## src/hdl/dpm_pkg.sv

```systemverilog
// Purpose: Shared constants for the data-path multiplexer block.
// Assumes: One 125 MHz clock, synchronous active-high reset.
// Notes: Select codes and register offsets are fixed here.
package dpm_pkg;
    localparam int DATA_W = 16;
    localparam int TBL_AW = 4;
    localparam int TBL_DEPTH = 16;
    localparam int VEC_W = 8;

    // A operand select codes.
    localparam logic [1:0] ASEL_SRC = 2'h0;
    localparam logic [1:0] ASEL_DST = 2'h1;
    localparam logic [1:0] ASEL_PCB = 2'h2;
    localparam logic [1:0] ASEL_LATCH = 2'h3;

    // B operand select codes; code 0 is the constant input.
    localparam logic [1:0] BSEL_CONST = 2'h0;
    localparam logic [1:0] BSEL_LATCH = 2'h1;
    localparam logic [1:0] BSEL_SRC = 2'h2;
    localparam logic [1:0] BSEL_DST = 2'h3;

    // Bus address select codes.
    localparam logic [1:0] ADSEL_PCB = 2'h0;
    localparam logic [1:0] ADSEL_SRC = 2'h1;
    localparam logic [1:0] ADSEL_DST = 2'h2;
    localparam logic [1:0] ADSEL_SHIFT = 2'h3;

    // Small constant select codes.
    localparam logic [1:0] K0_SRC = 2'h0;
    localparam logic [1:0] K0_DST = 2'h1;
    localparam logic [1:0] K0_ONE = 2'h2;
    localparam logic [1:0] K0_TWO = 2'h3;

    // Vector and offset select codes.
    localparam logic [1:0] K1_START = 2'h0;
    localparam logic [1:0] K1_TRAP = 2'h1;
    localparam logic [1:0] K1_LOOP = 2'h2;
    localparam logic [1:0] K1_BRANCH = 2'h3;

    localparam logic [3:0] K0_VAL_ONE = 4'h1;
    localparam logic [3:0] K0_VAL_TWO = 4'h2;
    localparam logic [VEC_W-1:0] TRAP_DEFAULT = 8'h04;
    localparam logic [VEC_W-1:0] TBL_RESET = 8'h00;
    localparam int START_RANGE_BIT = 7;
    localparam int START_BLOCK_HI = 11;
    localparam int START_BLOCK_LO = 8;

    // Register offsets, byte addresses.
    localparam logic [7:0] REG_CTRL = 8'h00;
    localparam logic [7:0] REG_STATUS = 8'h04;
    localparam logic [7:0] REG_CONST = 8'h08;
    localparam logic [7:0] REG_TBL_BASE = 8'h40;
    localparam logic [7:0] REG_TBL_END = 8'h7C;
    localparam int CTRL_EXT_BIT = 0;
    localparam logic [31:0] CTRL_RESET = 32'h0000_0001;
endpackage

```

## src/hdl/dpm_tbl_if.sv

```systemverilog
// Purpose: Carries write and read traffic to the trap vector table.
// Assumes: All signals belong to the single block clock.
// Notes: The table owner answers reads one cycle later.
`timescale 1ns/1ns
interface dpm_tbl_if;
    import dpm_pkg::*;
    logic wr_en;
    logic [TBL_AW-1:0] wr_addr;
    logic [VEC_W-1:0] wr_data;
    logic [TBL_AW-1:0] rd_addr;
    logic [VEC_W-1:0] rd_data;
    modport owner (
        input wr_en, wr_addr, wr_data, rd_addr,
        output rd_data
    );
    modport user (
        output wr_en, wr_addr, wr_data, rd_addr,
        input rd_data
    );
endinterface

```

## src/hdl/dpm_top.sv

```systemverilog
// Purpose: Data-path front end: bus latch, operand, address and
//          constant multiplexers with byte sign extension.
// Assumes: Control fields and pulses are synchronous to clk_i.
// Notes: Every output is registered; latch outputs and table trap vectors arrive two cycles after their inputs.
// Behaviour
// RULE1: Latch 16 bits plus inverted bit 14.
// RULE2: Export latch bits 3 to 0.
// RULE3: Latch loads on enabled pulse or strobe.
// RULE4: Each mux picks one of four inputs.
// RULE5: A mux feeds ALU from operand registers.
// RULE6: Small constants only four bits, up to 10.
// RULE7: Vector mux output bit 0 always zero.
// RULE8: Address mux gives 16-bit virtual address.
// RULE9: Sign extension blocks high-byte B select.
// RULE10: Start vector blocks B bits 11, 08.
// RULE11: Constant two suppressed without float step.
// RULE12: Small constant output exported for status.
// RULE13: Extend sign of latch or source byte.
// RULE14: Physical bits 17:16 set when 15:13 ones.
// RULE15: Vector mux picks start, trap, loop, branch.
// RULE16: Fitted jumper gives one per bit.
// RULE17: Vectors even-word; bit 7 picks range.
// RULE18: Unlisted trap condition gives vector 4.
// RULE19: Software loads halved emulator trap vectors; the table byte is used as the vector without doubling.
// RULE20: Loop offset is 6 bits shifted left.
// RULE21: Branch offset shifted, sign-extended to 16.
// RULE22: Select codes use a fixed mapping.
// RULE23: Trap vectors come from a writable table.
//
// Chosen here: the register addresses and the Wishbone interface to the registers.
`timescale 1ns/1ns
module dpm_top
    import dpm_pkg::*;
(
    input wire logic clk_i,
    input wire logic rst_i,
    input wire logic [31:0] wb_adr_i,
    input wire logic [31:0] wb_dat_i,
    input wire logic [3:0] wb_sel_i,
    input wire logic wb_we_i,
    input wire logic wb_cyc_i,
    input wire logic wb_stb_i,
    output logic [31:0] wb_dat_o,
    output logic wb_ack_o,
    input wire logic [15:0] bus_latch_input_mux_i,
    input wire logic latch_load_enable_i,
    input wire logic phase_one_pulse_i,
    input wire logic long_pause_load_strobe_i,
    input wire logic [15:0] source_operand_reg_i,
    input wire logic [15:0] dest_operand_reg_i,
    input wire logic [15:0] pcb_i,
    input wire logic [15:0] shifter_i,
    input wire logic [1:0] a_sel_i,
    input wire logic [1:0] b_sel_i,
    input wire logic [1:0] addr_sel_i,
    input wire logic [1:0] small_sel_i,
    input wire logic [1:0] const_select_bits_i,
    input wire logic vec_enable_i,
    input wire logic byte_move_sign_extend_i,
    input wire logic float_bus_op_i,
    input wire logic float_address_step_i,
    input wire logic [3:0] src_const_i,
    input wire logic [3:0] dst_const_i,
    input wire logic [7:2] start_vector_i,
    input wire logic trap_active_i,
    input wire logic [3:0] trap_cond_i,
    input wire logic mmu_enable_i,
    output logic [15:0] bus_latch_o,
    output logic bus_latch_b14_n_o,
    output logic [3:0] bus_latch_cc_o,
    output logic [15:0] a_operand_mux_o,
    output logic [15:0] b_operand_mux_o,
    output logic [15:0] address_out_mux_o,
    output logic [1:0] phys_addr_top_bits_o,
    output logic [3:0] small_const_mux_o,
    output logic [15:0] vector_offset_mux_o
);
    dpm_tbl_if tbl ();

    logic [31:0] ctrl_reg;
    logic [15:0] bus_latch_reg;
    logic bus_latch_b14_n_reg;
    logic [3:0] small_const_mux;
    logic [15:0] vector_offset_mux;
    logic [15:0] start_vector;
    logic [15:0] trap_vector;
    logic [15:0] a_mux;
    logic [15:0] const_word;
    logic [15:0] b_low_src;
    logic [15:0] b_high_src;
    logic [15:0] b_mux;
    logic [15:0] addr_mux;
    logic [1:0] phys_top;
    logic [1:0] b_high_sel;
    logic const_sign_extend;
    logic sign_bit;
    logic start_sel;
    logic latch_load;
    logic wb_req;
    logic [31:0] rd_data;
    logic tbl_hit;
    logic phys_extend_flag;
    logic wb_wr;

    dpm_trap_table u_table (
        .clk_i(clk_i),
        .rst_i(rst_i),
        .tbl(tbl.owner)
    );

    // The latch loads from the timing pulse or the long-pause strobe.
    assign latch_load = latch_load_enable_i &&
        (phase_one_pulse_i || long_pause_load_strobe_i); // RULE3

    always_ff @(posedge clk_i) begin
        if (rst_i) begin
            bus_latch_reg <= 16'h0000;
            bus_latch_b14_n_reg <= 1'b1;
        end else if (latch_load) begin // RULE3
            bus_latch_reg <= bus_latch_input_mux_i; // RULE1
            bus_latch_b14_n_reg <= ~bus_latch_input_mux_i[14]; // RULE1
        end
    end

    // Small constant mux; negative values come from ALU subtraction.
    always_comb begin
        case (small_sel_i) // RULE22
            K0_SRC: small_const_mux = src_const_i;
            K0_DST: small_const_mux = dst_const_i;
            K0_ONE: small_const_mux = K0_VAL_ONE; // RULE11
            default: begin
                // Float steps lacking the increment signal get zero.
                if (float_bus_op_i && !float_address_step_i) begin
                    small_const_mux = 4'h0; // RULE11
                end else begin
                    small_const_mux = K0_VAL_TWO; // RULE11
                end
            end
        endcase
    end

    // Start vector: jumpers set bits, range bit fills the top.
    // Bits 11 and 08 stay clear, so the high range sits at 173200 octal.
    always_comb begin
        start_vector = {{4{start_vector_i[START_RANGE_BIT]}}, 1'b0,
            {2{start_vector_i[START_RANGE_BIT]}}, 1'b0,
            start_vector_i, 2'b00}; // RULE16 RULE17 RULE10
    end

    // Trap vector from the table, or 4 when no trap is active or no condition is coded.
    // The table read is registered, so a new condition shows a cycle late.
    assign tbl.rd_addr = trap_cond_i; // RULE23
    always_comb begin
        if (trap_active_i && trap_cond_i != 4'h0) begin
            trap_vector = {8'h00, tbl.rd_data}; // RULE23 RULE19
        end else begin
            trap_vector = {8'h00, TRAP_DEFAULT}; // RULE18
        end
    end

    // Vector and offset mux; bit 0 is cleared after the case.
    always_comb begin
        case (const_select_bits_i) // RULE15
            K1_START: vector_offset_mux = start_vector;
            K1_TRAP: vector_offset_mux = {trap_vector[15:2], 2'b00};
            K1_LOOP: vector_offset_mux =
                {9'h000, bus_latch_reg[5:0], 1'b0}; // RULE20
            default: vector_offset_mux = {{7{bus_latch_reg[7]}},
                bus_latch_reg[7:0], 1'b0}; // RULE21
        endcase
        vector_offset_mux[0] = 1'b0; // RULE7
    end

    // Constant input to the B mux, bits 11 and 08 blocked for start.
    assign start_sel = vec_enable_i && (const_select_bits_i == K1_START);
    always_comb begin
        if (vec_enable_i) begin
            const_word = vector_offset_mux;
        end else begin
            const_word = {12'h000, small_const_mux}; // RULE6
        end
        if (start_sel) begin
            const_word[START_BLOCK_HI] = 1'b0; // RULE10
            const_word[START_BLOCK_LO] = 1'b0; // RULE10
        end
    end

    // A operand mux.
    always_comb begin
        case (a_sel_i) // RULE4 RULE22
            ASEL_SRC: a_mux = source_operand_reg_i; // RULE5
            ASEL_DST: a_mux = dest_operand_reg_i; // RULE5
            ASEL_PCB: a_mux = pcb_i;
            default: a_mux = bus_latch_reg;
        endcase
    end

    // Sign of the byte being moved, from latch or source register.
    assign const_sign_extend = byte_move_sign_extend_i;
    assign sign_bit = (b_sel_i == BSEL_SRC) ?
        source_operand_reg_i[7] : bus_latch_reg[7]; // RULE13

    // High-byte select is blocked during byte sign extension.
    assign b_high_sel = byte_move_sign_extend_i ?
        BSEL_CONST : b_sel_i; // RULE9

    // Low byte follows its select; the high byte may be overridden.
    always_comb begin
        case (b_sel_i) // RULE4 RULE22
            BSEL_CONST: b_low_src = const_word;
            BSEL_LATCH: b_low_src = bus_latch_reg;
            BSEL_SRC: b_low_src = source_operand_reg_i;
            default: b_low_src = dest_operand_reg_i;
        endcase
        case (b_high_sel) // RULE9
            BSEL_CONST: begin
                if (const_sign_extend) begin
                    b_high_src = {{8{sign_bit}}, 8'h00}; // RULE13 RULE6
                end else begin
                    b_high_src = const_word;
                end
            end
            BSEL_LATCH: b_high_src = bus_latch_reg;
            BSEL_SRC: b_high_src = source_operand_reg_i;
            default: b_high_src = dest_operand_reg_i;
        endcase
        b_mux = {b_high_src[15:8], b_low_src[7:0]};
    end

    // Bus address mux and physical extension.
    always_comb begin
        case (addr_sel_i) // RULE4 RULE8 RULE22
            ADSEL_PCB: addr_mux = pcb_i;
            ADSEL_SRC: addr_mux = source_operand_reg_i;
            ADSEL_DST: addr_mux = dest_operand_reg_i;
            default: addr_mux = shifter_i;
        endcase
    end

    // The top physical bits only matter while translation is off.
    assign phys_extend_flag = ctrl_reg[CTRL_EXT_BIT] && !mmu_enable_i;
    assign phys_top = (phys_extend_flag && (&addr_mux[15:13])) ?
        2'b11 : 2'b00; // RULE14

    // Latch outputs trail the latch itself by one cycle.
    always_ff @(posedge clk_i) begin
        if (rst_i) begin
            bus_latch_o <= 16'h0000;
            bus_latch_b14_n_o <= 1'b1;
            bus_latch_cc_o <= 4'h0;
        end else begin
            bus_latch_o <= bus_latch_reg; // RULE1
            bus_latch_b14_n_o <= bus_latch_b14_n_reg; // RULE1
            bus_latch_cc_o <= bus_latch_reg[3:0]; // RULE2
        end
    end

    // Operand outputs toward the ALU.
    always_ff @(posedge clk_i) begin
        if (rst_i) begin
            a_operand_mux_o <= 16'h0000;
            b_operand_mux_o <= 16'h0000;
        end else begin
            a_operand_mux_o <= a_mux; // RULE5
            b_operand_mux_o <= b_mux; // RULE4
        end
    end

    // Constant outputs, also exported for the status recorder.
    always_ff @(posedge clk_i) begin
        if (rst_i) begin
            small_const_mux_o <= 4'h0;
            vector_offset_mux_o <= 16'h0000;
        end else begin
            small_const_mux_o <= small_const_mux; // RULE12
            vector_offset_mux_o <= vector_offset_mux; // RULE7
        end
    end

    // Address outputs toward the bus drivers.
    always_ff @(posedge clk_i) begin
        if (rst_i) begin
            address_out_mux_o <= 16'h0000;
            phys_addr_top_bits_o <= 2'b00;
        end else begin
            address_out_mux_o <= addr_mux; // RULE8
            phys_addr_top_bits_o <= phys_top; // RULE14
        end
    end

    // Wishbone slave: one wait state, ack for one cycle.
    // A standing ack masks the request, so one cycle gives one answer.
    assign wb_req = wb_cyc_i && wb_stb_i && !wb_ack_o;
    // Writes land at the edge where the master sees ack high.
    assign wb_wr = wb_cyc_i && wb_stb_i && wb_we_i && wb_sel_i[0] &&
        wb_ack_o;
    assign tbl_hit = (wb_adr_i[7:0] >= REG_TBL_BASE) &&
        (wb_adr_i[7:0] <= REG_TBL_END) && (wb_adr_i[31:8] == 24'h000000);

    always_ff @(posedge clk_i) begin
        if (rst_i) begin
            wb_ack_o <= 1'b0;
        end else begin
            wb_ack_o <= wb_req;
        end
    end

    // Control holds the physical extension enable, set by reset.
    always_ff @(posedge clk_i) begin
        if (rst_i) begin
            ctrl_reg <= CTRL_RESET;
        end else if (wb_wr && wb_adr_i == {24'h000000, REG_CTRL}) begin
            ctrl_reg <= {31'h0000_0000, wb_dat_i[CTRL_EXT_BIT]};
        end
    end

    // Table writes take the low byte; the table clears bit 0 itself.
    assign tbl.wr_en = wb_wr && tbl_hit;
    assign tbl.wr_addr = wb_adr_i[TBL_AW+1:2];
    assign tbl.wr_data = wb_dat_i[VEC_W-1:0];

    // Read decode; table entries and unmapped offsets read as zero.
    always_comb begin
        if (wb_adr_i == {24'h000000, REG_CTRL}) begin
            rd_data = ctrl_reg;
        end else if (wb_adr_i == {24'h000000, REG_STATUS}) begin
            rd_data = {13'h0000, phys_addr_top_bits_o,
                bus_latch_b14_n_reg, bus_latch_reg};
        end else if (wb_adr_i == {24'h000000, REG_CONST}) begin
            rd_data = {12'h000, small_const_mux_o,
                vector_offset_mux_o};
        end else begin
            rd_data = 32'h0000_0000;
        end
    end

    // Read data holds until the next read.
    always_ff @(posedge clk_i) begin
        if (rst_i) begin
            wb_dat_o <= 32'h0000_0000;
        end else if (wb_req && !wb_we_i) begin
            wb_dat_o <= rd_data;
        end
    end
endmodule

```

## src/hdl/dpm_trap_table.sv

```systemverilog
// Purpose: Holds the even trap vector for each internal trap condition.
// Assumes: Written by software, read every cycle by the vector logic.
// Notes: Read data is registered; entries clear to zero on reset.
`timescale 1ns/1ns
module dpm_trap_table
    import dpm_pkg::*;
(
    input wire logic clk_i,
    input wire logic rst_i,
    dpm_tbl_if.owner tbl
);
    logic [VEC_W-1:0] mem_reg [TBL_DEPTH];

    // Bit 0 is dropped so every stored vector stays even.
    always_ff @(posedge clk_i) begin
        if (rst_i) begin
            for (int i = 0; i < TBL_DEPTH; i++) begin
                mem_reg[i] <= TBL_RESET;
            end
        end else if (tbl.wr_en) begin
            mem_reg[tbl.wr_addr] <= {tbl.wr_data[VEC_W-1:1], 1'b0};
        end
    end

    always_ff @(posedge clk_i) begin
        if (rst_i) begin
            tbl.rd_data <= TBL_RESET;
        end else begin
            tbl.rd_data <= mem_reg[tbl.rd_addr];
        end
    end
endmodule

```

## config.mk

```make
export PLATFORM = sky130hd
export DESIGN_NAME = dpm_top
export DESIGN_NICKNAME = d
export VERILOG_FILES = /design/src/hdl/dpm_pkg.sv /design/src/hdl/dpm_tbl_if.sv /design/src/hdl/dpm_top.sv /design/src/hdl/dpm_trap_table.sv
export SDC_FILE = /design/constraint.sdc
export NUM_CORES = 1
export LEC_CHECK = 0
export BUFFER_PORTS_ARGS = -buffer_cell sky130_fd_sc_hd__buf_2
export CORE_ASPECT_RATIO = 1.4
export CORE_UTILIZATION = 40
export DETAILED_ROUTE_END_ITERATION = 6
export SETUP_SLACK_MARGIN = 0.05
export SLEW_MARGIN = 25
export SYNTH_ARGS = -nofsm -noshare
export SYNTH_HDL_FRONTEND = slang
export SYNTH_SLANG_ARGS = --single-unit
```

## constraint.sdc

```tcl
create_clock -name clk_i -period 4 [get_ports clk_i]
set_input_delay 1.2 -clock clk_i [delete_from_list [all_inputs] [get_ports clk_i]]
set_output_delay 1.2 -clock clk_i [all_outputs]
set_load 0.005 [all_outputs]
```

Yosys cells after proc, flatten, opt, wreduce, memory -nomap -nowiden
Memories as Yosys holds them, arrays and structs flattened. A register that Yosys moved wholly into a read port is not among the register bits.
Index checks and enable logic that the tools add are counted.
{"block": "word_totals", "ramBits": 112, "ff_bits": 150, "input_bits": 190, "mem_count": 1}
{"block": "classes", "n_eq_ne": 14, "bitwise": 1, "order_cmp": 2, "reduce_logical": 32, "n_mux": 26}
{"memory": "u_table.mem_reg", "words": 16, "width": 7, "read_ports": 1, "rd_ports_with_merged_regs": 1, "wr": 16, "line": "dpm_trap_table.sv:12", "source": "logic [VEC_W-1:0] mem_reg [TBL_DEPTH];"}
{"cell": "$pmux W16 S3", "n": 4}
{"cell": "$mux W20", "n": 3}
{"cell": "$eq A32 B3 Y1 const B", "n": 1}
{"cell": "$eq A32 B4 Y1 const B", "n": 1}
{"cell": "$logic_not A32 Y1", "n": 1}
{"cell": "$mux W16", "n": 2}
{"cell": "$logic_not A24 Y1", "n": 1}
{"cell": "$pmux W8 S3", "n": 1}
{"cell": "$logic_and A1 B1 Y1", "n": 16}
{"cell": "$eq A2 B1 Y1 const B", "n": 6}
{"cell": "$eq A2 B2 Y1 const B", "n": 6}
{"cell": "$logic_not A2 Y1", "n": 6}
{"cell": "$pmux W4 S3", "n": 1}
{"cell": "$mux W1", "n": 9}
{"cell": "$ge A8 B7 Y1 const B", "n": 1}
{"cell": "$le A8 B7 Y1 const B", "n": 1}
{"cell": "$mux W8", "n": 1}
{"cell": "$mux W7", "n": 1}
{"cell": "$reduce_or A7 Y1", "n": 1}
{"cell": "$mux W2", "n": 3}
{"cell": "$logic_not A1 Y1", "n": 4}
{"cell": "$mux W4", "n": 1}
{"cell": "$reduce_bool A4 Y1", "n": 1}
{"cell": "$reduce_and A3 Y1", "n": 1}
{"cell": "other kinds (2)", "n": 2}

Logic depth before layout (Yosys ltp)
{"block": "depth", "ltp_word": 10, "ltp_mapped": 7, "ltp_nobuf": 4}

Cells and area by module
A second synthesis with hierarchy kept.
{"block": "hier_totals", "cells_unflattened": 960, "hier_area_um2": 10956.8}
{"mod": "dpm_trap_table", "area_per_inst_um2": 5489.0, "instances": 1, "cells_each": 398}
{"mod": "dpm_top", "area_per_inst_um2": 5467.7, "instances": 1, "cells_each": 562}

Least setup slack after synthesis
Ideal clock, no wire load.
{"block": "synth_path", "path_type": "input-to-reg", "start": "in wb_adr_i[21]", "end": "mem u_table.mem_reg[11][1] in the netlist's numbering (enable)", "arrival_ps": 2942, "setup_ps": 380, "required_ps": 3620, "path_buffers": 2, "cell_stages": 6, "setup_slack_ps": 678, "path_cell_list": "or4_1 -> nor2_4 -> nand4_2 -> buf_6 -> buf_6 -> o31ai_1"}
{"item": "from (decl)", "line": "dpm_top.sv:37", "source": "input wire logic [31:0] wb_adr_i,"}
{"item": "to (decl)", "line": "dpm_trap_table.sv:12"}

==> impl_metrics.toml <==
[sta]
setup-tns-final_ns = 0
tightestPinTransition_ns = 0.976
hold_violations = 0
rsz0062_at_grt = "false"
setup_viol_count_final = 0
setup_ws_ns = 0.909
min_period_over_period_pct = 77.3
max_freq_mhz = 324
fin_worst_skew_ns = 0.0120
slew_viol_final = 0
relSlewSlack_pct = 34.3
min_period_ns = 3.09

[worst_setup_path]
r2r_slack_ns = 1.85
critPathMostFrequentCell = "buf_4"
critPathMaxStageDelay_ns = 0.57
crit_arrival_ns = 3.31
crit_fanout = 28
worstSetupEndpointType = "flip-flop"
crit_path_start_kind = "input port"
critPathTopFamily = "simple AND/OR/NAND/NOR gates"
worstSetupPathType = "input port to flip-flop"
path_cells = "buf_2 -> or4_1 -> nor2_4 -> nand4_4 -> buf_4 -> o31ai_2 -> buf_4"
worst-path-stages = 7
worst_path_max_delay_cell = "or4_1"
crit_buf_inv = 3
required_ns = 4.22
reg2reg_depth = 6

[die]
initial_core_util_pct = 41.0
rows = 68
ioPinCount = 314
fp.dieW_um = 137
die_area_um2 = 26100
dieHeight_um = 191
coreArea_um2 = 24800

[logic_synthesis]
synth_area_leaders = "edfxtp_1 (28%), dfxtp_1 (24%), mux4_2 (12%)"
syn_avg_cell_area_um2 = 11.4
yosysTopAreaCellShare_pct = 28.3
yosysSeqAreaShare_pct = 52.6
synth_top_area_cell = "edfxtp_1"
synth.distinct_cells = 54
synth-seq-cells = 220
synth_top_flop_cell = "dfxtp_1"
synth_cells = 895
syn_area_um2 = 10200
synth_edf_count = 96
synth_async_sr_flop_share_pct = 0
yosysWarnings = 0

[routing]
via_per_inst = 5.62
drc = 0
vias = 8238
antenna_left = 0
dr.pass1.iters = 5
detail_route.wl_per_cell_um = 22.0
wirelength_um = 32200
drt_iter0_drc = 627

[global_route]
grt_max_degree = 64
grtUsageTotal_pct = 24.6
overflow = 0
grt_pass1_vias = 8083
grt_pass1_wl_um = 48200
antenna_found_initial = 3

[layout]
fillers = 2265
layout_common_cells = "buf_2 (272), dfxtp_1 (124), edfxtp_1 (96), nand2_1 (77), nor3_1 (75)"
fin_nets = 1322
largest_reg_flops = 96
area_growth_syn_to_layout_pct = 23.0
layout_commonest_cell = "buf_2"
utilization_pct = 50.5
drive_above_1_share_pct = 37.3

[clock_tree]
tritoncts = "done"
path_clk_slew_ns = 0.06
clk_latency_ns = 0.51
cts_buffers = 22
cts_root_buf = "clkbuf_16"
cts_setup_buffers = 0
clock-sinks = 220
cts_hold_buf = 0
htreeDepth = 1
clock_path_buffers = 3
post_cts_resized = 0

[min_path]
hold_depth = 2
min_path_type = "flip-flop to flip-flop"

[power_and_ir_drop]
p_per_area_nw_per_um2 = 420
p_leak_nw = 5.03
max-vdd-ir-drop_mv = 0.298
finalPower_mw = 5.27

[placed_design]
gp_congestion = 0.865
dp_hpwl_um = 24600
place_ws_ns = 0.392
numPortBuffers = 272

[run_status]
status = "complete, no violations"

[flow_run]
cap_viol_max_count = 0
==> cells by family after synthesis <==
group                  synth area share, %
other                               0.0368
multiplexers                          14.0
AO/OA/AOI/OAI                         9.60
AND/OR/NAND/NOR                       18.0
buffers and inverters                 5.77
flip-flops                            52.6
==> stage by stage <==
stage	cells	hold slack [ns]	instance area [um^2]
after floorplan	907	0.436	10200
after global placement	1423	0.448	11800
after detailed placement	1423	0.452	11800
after CTS	1463	0.465	12500
after global routing	1466	0.477	12500
final	1466	0.461	12500
==> synth_stat cells (17+ instances only) <==
cell / number
buf_2: 17
a21oi_1: 32
mux2i_1: 17
buf_4: 24
nor3_1: 75
nor4_1: 40
edfxtp_1: 96
and2_1: 35
nand2_1: 77
clkbuf_1: 52
dfxtp_1: 124
nor2_1: 32
o21ai_0: 19
nor2b_1: 23
mux4_2: 56
==> routing by layer <==
layer / up-vias / GRT usage (%) / routed length [um]
met4: 0 / 9.97 / 1160
met1: 3933 / 28.3 / 11500
met3: 64 / 3.42 / 2610
li1: 3824 / - / -
met2: 417 / 45.2 / 16900
met5: - / 0 / 0
==> path summary, 6_finish.rpt <==
| kind | from | to |
|---|---|---|
| hold reg to reg | wb_dat_o[8]$_SDFFE_PP0P_ | wb_dat_o[8]$_SDFFE_PP0P_ |
| setup reg to reg | wb_ack_o$_SDFF_PP0_ | u_table.mem_reg[6][5]$_SDFFCE_PN0P_ |
| hold / removal | wb_dat_o[8]$_SDFFE_PP0P_ | wb_dat_o[8]$_SDFFE_PP0P_ |
| setup / recovery | wb_adr_i[21] | u_table.mem_reg[6][5]$_SDFFCE_PN0P_ |
==> area by class of cell <==
type | instances | area [um^2] | area share (%)
Antenna cell | 3 | 7.51 | 0.0598
Clock buffer | 31 | 648 | 5.17
Clock inverter | 9 | 125 | 0.997
Inverter | 11 | 41.3 | 0.329
Multi-Input combinational cell | 566 | 4300 | 34.3
Sequential cell | 220 | 5370 | 42.8
Tap cell | 315 | 394 | 3.14
Timing Repair Buffer | 311 | 1670 | 13.3
==> power by group <==
group / leakage, nW / internal, mW / total, mW / switching (mW)
combinational: 2.64 / 0.267 / 0.593 / 0.326
clock: 0.371 / 1.32 / 2.19 / 0.869
sequential: 2.02 / 2.43 / 2.48 / 0.0481
==> tightest hold or removal path, delay by kind of cell, from the launching register on <==
family / cells / cell delay, ns
and+or+nand+nor: 1 / 0.05
DFF: 1 / 0.31
AOI/OAI and AO/OA: 1 / 0.06
Note: power is estimated with default switching activity, not from simulation.
